`src/common/wsu_defines.vh`:
```
// Constants for the word shift unit
`ifndef WSU_DEFINES_VH
`define WSU_DEFINES_VH
`define WSU_W 48
`define WSU_CNT_W 6
`define WSU_OP_W 5
`define WSU_OP_NOP 5'h00
`define WSU_OP_SHIFT_LEFT_ACC 5'h01
`define WSU_OP_SHIFT_RIGHT_ACC 5'h02
`define WSU_OP_SHIFT_LEFT_ACC_NUMERIC 5'h03
`define WSU_OP_SHIFT_RIGHT_ACC_NUMERIC 5'h04
`define WSU_OP_SHIFT_LEFT_MQ 5'h05
`define WSU_OP_SHIFT_RIGHT_MQ 5'h06
`define WSU_OP_SHIFT_LEFT_MQ_NUMERIC 5'h07
`define WSU_OP_SHIFT_RIGHT_MQ_NUMERIC 5'h08
`define WSU_OP_SHIFT_RIGHT_DATA 5'h09
`define WSU_OP_SHIFT_RIGHT_DATA_NUMERIC 5'h0A
`define WSU_OP_ROTATE_RIGHT_DATA 5'h0B
`define WSU_OP_SHIFT_LEFT_PAIR 5'h0C
`define WSU_OP_SHIFT_RIGHT_PAIR 5'h0D
`define WSU_OP_SHIFT_LEFT_PAIR_NUMERIC 5'h0E
`define WSU_OP_SHIFT_RIGHT_PAIR_NUMERIC 5'h0F
`define WSU_OP_JUMP_MQ_POSITIVE_ROTL 5'h10
`define WSU_OP_JUMP_MQ_NEGATIVE_ROTL 5'h11
`define WSU_OP_JUMP_MQ_ODD_ROTR 5'h12
`define WSU_OP_JUMP_MQ_EVEN_ROTR 5'h13
`define WSU_ST_IDLE 2'h0
`define WSU_ST_RUN 2'h1
`define WSU_ST_DONE 2'h2
`endif

```
`src/wsu_step.v`:
```
// One-position shift step of a double-length word
`include "wsu_defines.vh"
module wsu_step (
    // Operand
    input wire [95:0] din,
    input wire left,
    input wire numeric,
    input wire circ,
    input wire dbl,
    // Result
    output reg [95:0] dout,
    output reg ovf
);
    always @*
    begin
        dout = din;
        ovf = 1'b0;
        if (left)
        begin
            ovf = dbl ? (din[95] ^ din[94]) : (din[47] ^ din[46]);
            if (dbl)
                dout = {din[94:0], 1'b0};
            else if (circ)
                dout = {48'h000000000000, din[46:0], din[47]};
            else
                dout = {48'h000000000000, din[46:0], 1'b0};
        end
        else if (dbl)
        begin
            if (numeric)
                dout = {din[95], din[95], din[94:1]};
            else
                dout = {1'b0, din[95:1]};
        end
        else if (circ)
            dout = {48'h000000000000, din[0], din[47:1]};
        else if (numeric)
            dout = {48'h000000000000, din[47], din[47], din[46:1]};
        else
            dout = {48'h000000000000, 1'b0, din[47:1]};
    end
endmodule

```
`src/wsu_top.v`:
```
// Word shift unit: shifts, quotient rotations and overflow indicator
// Contract
// - Shift distance comes from address field, zero to 63 positions.
// - Only low six address bits count, so distance is modulo 64.
// - Zero distance leaves registers unchanged, clears overflow and completes normally.
// - Registers are 48 bits; distances past 48 clear all bits out, except in pair, numeric right and circular shifts.
// - Each shift clears overflow before shifting.
// - Left shift sets overflow if sign differs from next bit any step.
// - Data register shifts only right.
// - Four conditional jumps rotate quotient register one position.
// - Positive and negative jumps rotate quotient left every time.
// - Odd and even jumps rotate quotient right every time.
// - Quotient rotating jumps leave overflow untouched.
// - Ordinary shifts and numeric left shifts fill with zero.
// - Numeric right keeps sign and enters sign copies.
// - Circular shift returns leaving bits at opposite end.
// - Accumulator and quotient shift together as one double unit.
`include "wsu_defines.vh"
module wsu_top (
    // Clock and reset
    input wire core_clk,
    input wire rstn,
    // Command
    input wire start,
    input wire [`WSU_OP_W-1:0] op,
    input wire [14:0] addr,
    // Register loads
    input wire load,
    input wire [`WSU_W-1:0] load_acc,
    input wire [`WSU_W-1:0] load_mq,
    input wire [`WSU_W-1:0] load_data,
    input wire ovf_clear,
    // Results
    output reg [`WSU_W-1:0] acc_r,
    output reg [`WSU_W-1:0] mq_r,
    output reg [`WSU_W-1:0] data_r,
    output reg ovf_r,
    output reg busy_r,
    output reg done_r,
    output reg jump_taken_r
);
    reg [1:0] state_r;
    reg [1:0] state_nxt;
    reg [`WSU_CNT_W-1:0] cnt_r;
    reg [1:0] sel_r;
    reg left_r;
    reg num_r;
    reg circ_r;
    wire dbl;
    wire [95:0] st_in;
    wire [95:0] st_out;
    wire st_ovf;
    reg [1:0] dsel;
    reg dleft;
    reg dnum;
    reg dcirc;
    reg dvalid;

    // Decode: sel 0 acc, 1 mq, 2 data, 3 pair
    always @*
    begin
        dsel = 2'h0;
        dleft = 1'b0;
        dnum = 1'b0;
        dcirc = 1'b0;
        dvalid = 1'b1;
        case (op)
            `WSU_OP_SHIFT_LEFT_ACC: dleft = 1'b1;
            `WSU_OP_SHIFT_RIGHT_ACC: dleft = 1'b0;
            `WSU_OP_SHIFT_LEFT_ACC_NUMERIC:
            begin
                dleft = 1'b1;
                dnum = 1'b1;
            end
            `WSU_OP_SHIFT_RIGHT_ACC_NUMERIC: dnum = 1'b1;
            `WSU_OP_SHIFT_LEFT_MQ:
            begin
                dsel = 2'h1;
                dleft = 1'b1;
            end
            `WSU_OP_SHIFT_RIGHT_MQ: dsel = 2'h1;
            `WSU_OP_SHIFT_LEFT_MQ_NUMERIC:
            begin
                dsel = 2'h1;
                dleft = 1'b1;
                dnum = 1'b1;
            end
            `WSU_OP_SHIFT_RIGHT_MQ_NUMERIC:
            begin
                dsel = 2'h1;
                dnum = 1'b1;
            end
            `WSU_OP_SHIFT_RIGHT_DATA: dsel = 2'h2;
            `WSU_OP_SHIFT_RIGHT_DATA_NUMERIC:
            begin
                dsel = 2'h2;
                dnum = 1'b1;
            end
            `WSU_OP_ROTATE_RIGHT_DATA:
            begin
                dsel = 2'h2;
                dcirc = 1'b1;
            end
            `WSU_OP_SHIFT_LEFT_PAIR:
            begin
                dsel = 2'h3;
                dleft = 1'b1;
            end
            `WSU_OP_SHIFT_RIGHT_PAIR: dsel = 2'h3;
            `WSU_OP_SHIFT_LEFT_PAIR_NUMERIC:
            begin
                dsel = 2'h3;
                dleft = 1'b1;
                dnum = 1'b1;
            end
            `WSU_OP_SHIFT_RIGHT_PAIR_NUMERIC:
            begin
                dsel = 2'h3;
                dnum = 1'b1;
            end
            default: dvalid = 1'b0;
        endcase
    end

    assign dbl = (sel_r == 2'h3);
    assign st_in = dbl ? {acc_r, mq_r} :
        {48'h000000000000, (sel_r == 2'h0) ? acc_r :
        (sel_r == 2'h1) ? mq_r : data_r};

    wsu_step u_step (
        .din(st_in),
        .left(left_r),
        .numeric(num_r),
        .circ(circ_r),
        .dbl(dbl),
        .dout(st_out),
        .ovf(st_ovf)
    );

    always @*
    begin
        state_nxt = state_r;
        case (state_r)
            `WSU_ST_IDLE:
                if (start && dvalid && addr[5:0] != 6'h00)
                    state_nxt = `WSU_ST_RUN;
                else if (start)
                    state_nxt = `WSU_ST_DONE;
            `WSU_ST_RUN:
                if (cnt_r == 6'h01)
                    state_nxt = `WSU_ST_DONE;
            `WSU_ST_DONE: state_nxt = `WSU_ST_IDLE;
            default: state_nxt = `WSU_ST_IDLE;
        endcase
    end

    always @(posedge core_clk or negedge rstn)
    begin
        if (!rstn)
        begin
            state_r <= `WSU_ST_IDLE;
            cnt_r <= 6'h00;
            sel_r <= 2'h0;
            left_r <= 1'b0;
            num_r <= 1'b0;
            circ_r <= 1'b0;
            acc_r <= 48'h000000000000;
            mq_r <= 48'h000000000000;
            data_r <= 48'h000000000000;
            ovf_r <= 1'b0;
            busy_r <= 1'b0;
            done_r <= 1'b0;
            jump_taken_r <= 1'b0;
        end
        else
        begin
            state_r <= state_nxt;
            done_r <= (state_nxt == `WSU_ST_DONE);
            busy_r <= (state_nxt != `WSU_ST_IDLE);
            if (state_r == `WSU_ST_IDLE && load)
            begin
                acc_r <= load_acc;
                mq_r <= load_mq;
                data_r <= load_data;
            end
            if (state_r == `WSU_ST_IDLE && ovf_clear)
                ovf_r <= 1'b0;
            if (state_r == `WSU_ST_IDLE && start)
            begin
                sel_r <= dsel;
                left_r <= dleft;
                num_r <= dnum;
                circ_r <= dcirc;
                cnt_r <= addr[5:0];
                jump_taken_r <= 1'b0;
                if (dvalid)
                    ovf_r <= 1'b0;
                case (op)
                    `WSU_OP_JUMP_MQ_POSITIVE_ROTL:
                    begin
                        jump_taken_r <= ~mq_r[47];
                        mq_r <= {mq_r[46:0], mq_r[47]};
                    end
                    `WSU_OP_JUMP_MQ_NEGATIVE_ROTL:
                    begin
                        jump_taken_r <= mq_r[47];
                        mq_r <= {mq_r[46:0], mq_r[47]};
                    end
                    `WSU_OP_JUMP_MQ_ODD_ROTR:
                    begin
                        jump_taken_r <= mq_r[0];
                        mq_r <= {mq_r[0], mq_r[47:1]};
                    end
                    `WSU_OP_JUMP_MQ_EVEN_ROTR:
                    begin
                        jump_taken_r <= ~mq_r[0];
                        mq_r <= {mq_r[0], mq_r[47:1]};
                    end
                    default: jump_taken_r <= 1'b0;
                endcase
            end
            // One position per cycle
            if (state_r == `WSU_ST_RUN)
            begin
                cnt_r <= cnt_r - 6'h01;
                if (st_ovf)
                    ovf_r <= 1'b1;
                case (sel_r)
                    2'h0: acc_r <= st_out[47:0];
                    2'h1: mq_r <= st_out[47:0];
                    2'h2: data_r <= st_out[47:0];
                    default:
                    begin
                        acc_r <= st_out[95:48];
                        mq_r <= st_out[47:0];
                    end
                endcase
            end
        end
    end
endmodule

```
`config.mk`:
```
export PLATFORM = sky130hd
export DESIGN_NAME = wsu_top
export DESIGN_NICKNAME = d
export VERILOG_FILES = /design/src/wsu_step.v /design/src/wsu_top.v
export VERILOG_INCLUDE_DIRS = /design/src /design/src/common
export SDC_FILE = /design/constraint.sdc
export NUM_CORES = 1
export LEC_CHECK = 0
export ABC_AREA = 1
export BUFFER_PORTS_ARGS = -buffer_cell sky130_fd_sc_hd__buf_4
export CORE_ASPECT_RATIO = 0.8
export CORE_UTILIZATION = 35
export DETAILED_ROUTE_END_ITERATION = 12
export SYNTH_ARGS = -nofsm -noshare
export SYNTH_HDL_FRONTEND = slang
export SYNTH_SLANG_ARGS = --single-unit
```
`constraint.sdc`:
```
create_clock -name core_clk -period 3.4 [get_ports core_clk]
set_clock_uncertainty 0.15 [all_clocks]
set_input_delay 0.34 -clock core_clk [delete_from_list [all_inputs] [get_ports core_clk]]
set_output_delay 0.34 -clock core_clk [all_outputs]
set_load 0.02 [all_outputs]
```
==> summary.txt <==
Critical path
  • Critical Path AT: ~2.9 ns
  • Most frequent cell on the critical path: nand2_1
  • Maximum fanout count along the critical path: 23
  • Count of cells along the worst register-to-register path: 12
  • CP Class: reg -> reg
  • Data required time of the worst path: ~3.6 ns
  • Largest incremental delay on the critical path: about 0.41 ns
  • Critical path launch point type: flop
  • Master of the slowest instance on the critical path: dfrtp_1
  • Kind of end point of the critical path: flop
  • Cells along the critical path: inv_1 > ha_1 > inv_1 > o21ai_4 > buf_4 > inv_1 > o21ai_0 > o21ai_0 > nand2_1 > nand2_1 > nand2_1 > nand2_1

Global route
  • Number of antenna violations at the first check in global routing: 0
  • Overall global routing resource usage: 0.2702
  • Total gr overflow: 0
  • Global-route wire length before repair: between 60000 and 70000 um
  • Number of global-route vias before repair: 12.05k
  • Pin count of the biggest net entering global routing: 92

Finish
  • FF/Latch Area: 0.004030 mm^2
  • Number of nets in the finished design: approximately 2.1k
  • Share of layout cells above drive strength 1: 0.2043
  • # diodes: 0
  • Synth-to-Final Area Change: 28.99%
  • Total area of multi-input combinational cells: just under 0.006 mm^2
  • Final-layout fill cell count: about 3.3k
  • Non-filler cells, final: roughly 2.4k

Routing
  • Detailed-routing iteration count for the pre-antenna-repair pass: 5
  • Total DRC errors in the routed layout: 0
  • DRC violation total after the first TritonRoute iteration: about 1.2k
  • Vias per Instance: roughly 5.4
  • Routed wire length: 44000 um
  • Routed vias: roughly 13k
  • Remaining antenna violation count after routing: 0
  • Routed wl met2: around 20000 um
  • Met1 Routed Length: 19850 um
  • Topmost layer with routed signal wires: met4
  • Wire length per cell after detailed routing: about 19 um
  • Met3 routed WL: ~3900 um

Pwr
  • IR Drop Worst-Case VDD: roughly 0.55 mV
  • Leakage power: 7.301 nW
  • Post-layout power: ~17 mW
  • Power per Cell Area: roughly 1200 mW/mm^2

Timing
  • Final critical path time including I/O delays and setup: approximately 2.7 ns
  • Setup repair after global routing missed its margin: false
  • Final-layout worst hold slack: 0.02054 ns
  • Total negative setup slack: 0 ns
  • Least setup slack across all paths after layout: just over 0.7 ns
  • Final setup violation count: 0
  • Final hold vios: 0
  • Final Slew Violations: 0
  • Fraction of the cycle the final worst path needs: 0.7894
  • Max Freq: 0.3726 GHz
  • Max transition margin: 0.2133
  • Worst-Margin Slew: 1.176 ns

Logic synthesis
  • Share of synthesized flip-flops with an asynchronous set or reset: 1.000
  • Ys flop type: dfrtp_1
  • Number of instances in the synthesized netlist: about 1.7k
  • Cells taking the most area after synthesis: dfrtp_1 36%, nand2_1 16%, o21ai_0 7.1%
  • Sequential-to-total area share from yosys stat: 0.3615
  • Post-synthesis cell type with the largest combined area: dfrtp_1
  • FF+latch count, synth: 161
  • Top cell types by occurrence after synthesis: 464 x nand2_1, 200 x inv_1, 161 x dfrtp_1
  • Mapped cell area: 0.01114 mm^2
  • Library cell with the highest instance count after synthesis: nand2_1
  • Number of enable-type register cells in the synthesized netlist: 0
  • Mean cell area of the mapped netlist: 6.587 um^2
  • Library cells used by synthesis: 40
  • Share of the synthesized area in the top cell type: 0.3615
  • Syn. warnings: 0
  • Post-Syn Nets: 1867

Clocking
  • Number of buffers inserted during clock tree synthesis: 17
  • TritonCTS clock tree: done
  • Skew-Pair Late Insertion Delay: between 0.4 and 0.5 ns
  • H-tree depth: 4
  • Number of buffers between clock root and the deepest sink: 2
  • Master cell of the clock root buffer: clkbuf_16
  • Post-CTS setup buffers: 0
  • # clock sinks: 161
  • Clock-pin slew on the worst setup and hold paths: roughly 0.080 ns

Die
  • Count of pins on the block boundary: 317
  • Y dimension of the die: approximately 160 um
  • Floorplan core area: 0.03135 mm^2
  • Die X: about 200 um
  • Initial core utilization: 0.3555
  • Row cnt: 58
  • Die area: between 0.03 and 0.04 mm^2

Placed design
  • Number of placed instances with taps included: 2323
  • Total half-perimeter wirelength after legalization and detailed placement: between 30000 and 40000 um
  • Number of buffers added on ports: between 300 and 400
  • Routability Congestion: roughly 0.86
  • Place WS: 0.8264 ns

Worst hold path
  • Cell depth of the worst hold path: 3
  • Class of the most critical hold timing path: in -> reg

Outcome
  • Outcome: complete, no violations

Run
  • Max-cap violations: 0
==> critical path: cells and delay by family (launching register included) <==
family / cells / cell delay [ns]
buf+inv: 4 / 0.76
fa+ha+maj: 1 / 0.33
flops: 1 / 0.41
compound gates: 3 / 0.63
simple gates: 4 / 0.30
==> where the power goes <==
group          internal (mW)  leakage (nW)  total (mW)  switching [mW]
registers               2.94          1.89        3.94           0.998
clock network           1.03         0.278        1.95           0.913
logic                   4.04          5.14        11.6            7.56
==> final cells by class <==
class                      instances  area share
multi-input combinational       1198      0.4046
sequential                       161      0.2804
timing repair buffer             340      0.1844
inverter                         207     0.05440
tap                              420     0.03656
clock buffer                      17     0.02959
clock inverter                    15     0.01010
==> per-stage QoR <==
| step | util | cell area, um^2 |
|---|---|---|
| 2_1_floorplan | - | 11140 |
| 3_3_place_gp | 0.4394 | 13770 |
| 3_5_place_dp | 0.4394 | 13770 |
| 4_1_cts | 0.4585 | 14380 |
| 5_1_grt | 0.4585 | 14380 |
| 6_report | 0.4585 | 14380 |
==> routing by layer <==
metal,vias up,global-route usage
met4,0,0.05475
li1,6123,-
met2,655,0.4271
met3,44,0.05004
met5,-,0
met1,6028,0.3842
==> worst paths after layout <==
path	startpoint	slack [ns]	endpoint
worst max-delay path	sel_r[1]	0.72	acc_r[43]
worst min register to register	jump_taken_r	0.36	jump_taken_r
worst min-delay path	load_acc[20]	0.02	acc_r[20]
worst max register to register	sel_r[1]	0.72	acc_r[43]
min in group asynchronous	rstn	0.28	data_r[5]
max in group asynchronous	rstn	1.92	mq_r[31]
==> registers in the layout, indices dropped and copies added (netlist names) <==
signal        count
acc_r            48
data_r           48
mq_r             48
cnt_r             6
sel_r             2
state_r           2
busy_r            1
circ_r            1
done_r            1
jump_taken_r      1
left_r            1
num_r             1
ovf_r             1
==> what timing repair did <==
item / CTS / global route
gates resized for setup: 0 / 0
hold buffers: 3 / 0
endpoints found under the hold margin: 51 / 0
==> layout by cell type, fill, tap and decap left out, types with 3 or more instances in the layout <==
cell type,synthesis,routed
a21oi_1,100,100
a22oi_1,5,5
a31oi_1,16,16
buf_12,0,7
buf_4,11,329
clkbuf_16,0,17
dfrtp_1,161,160
dlygate4sd3_1,0,3
ha_1,6,5
inv_1,200,200
inv_2,5,5
inv_6,1,9
nand2_1,464,457
nand2_2,3,7
nand3_1,93,93
nand4_1,3,3
nor2_1,103,103
nor3_1,6,6
o211ai_1,66,66
o21ai_0,157,157
o21ai_1,35,35
o221ai_1,3,3
o22ai_1,117,117
or2_2,2,3
==> cells by family after synthesis <==
| logic type | count (synthesis) | synth area share |
|---|---|---|
| buffers and inverters | 333 | 0.1210 |
| flip-flops | 161 | 0.3615 |
| AND/OR/NAND/NOR | 679 | 0.2432 |
| AO/OA/AOI/OAI | 512 | 0.2668 |
| adder cells (fa/ha/maj) | 6 | 0.006736 |
| XOR/XNOR | 1 | 0.0007860 |
Note: power is estimated with default switching activity, not from simulation.
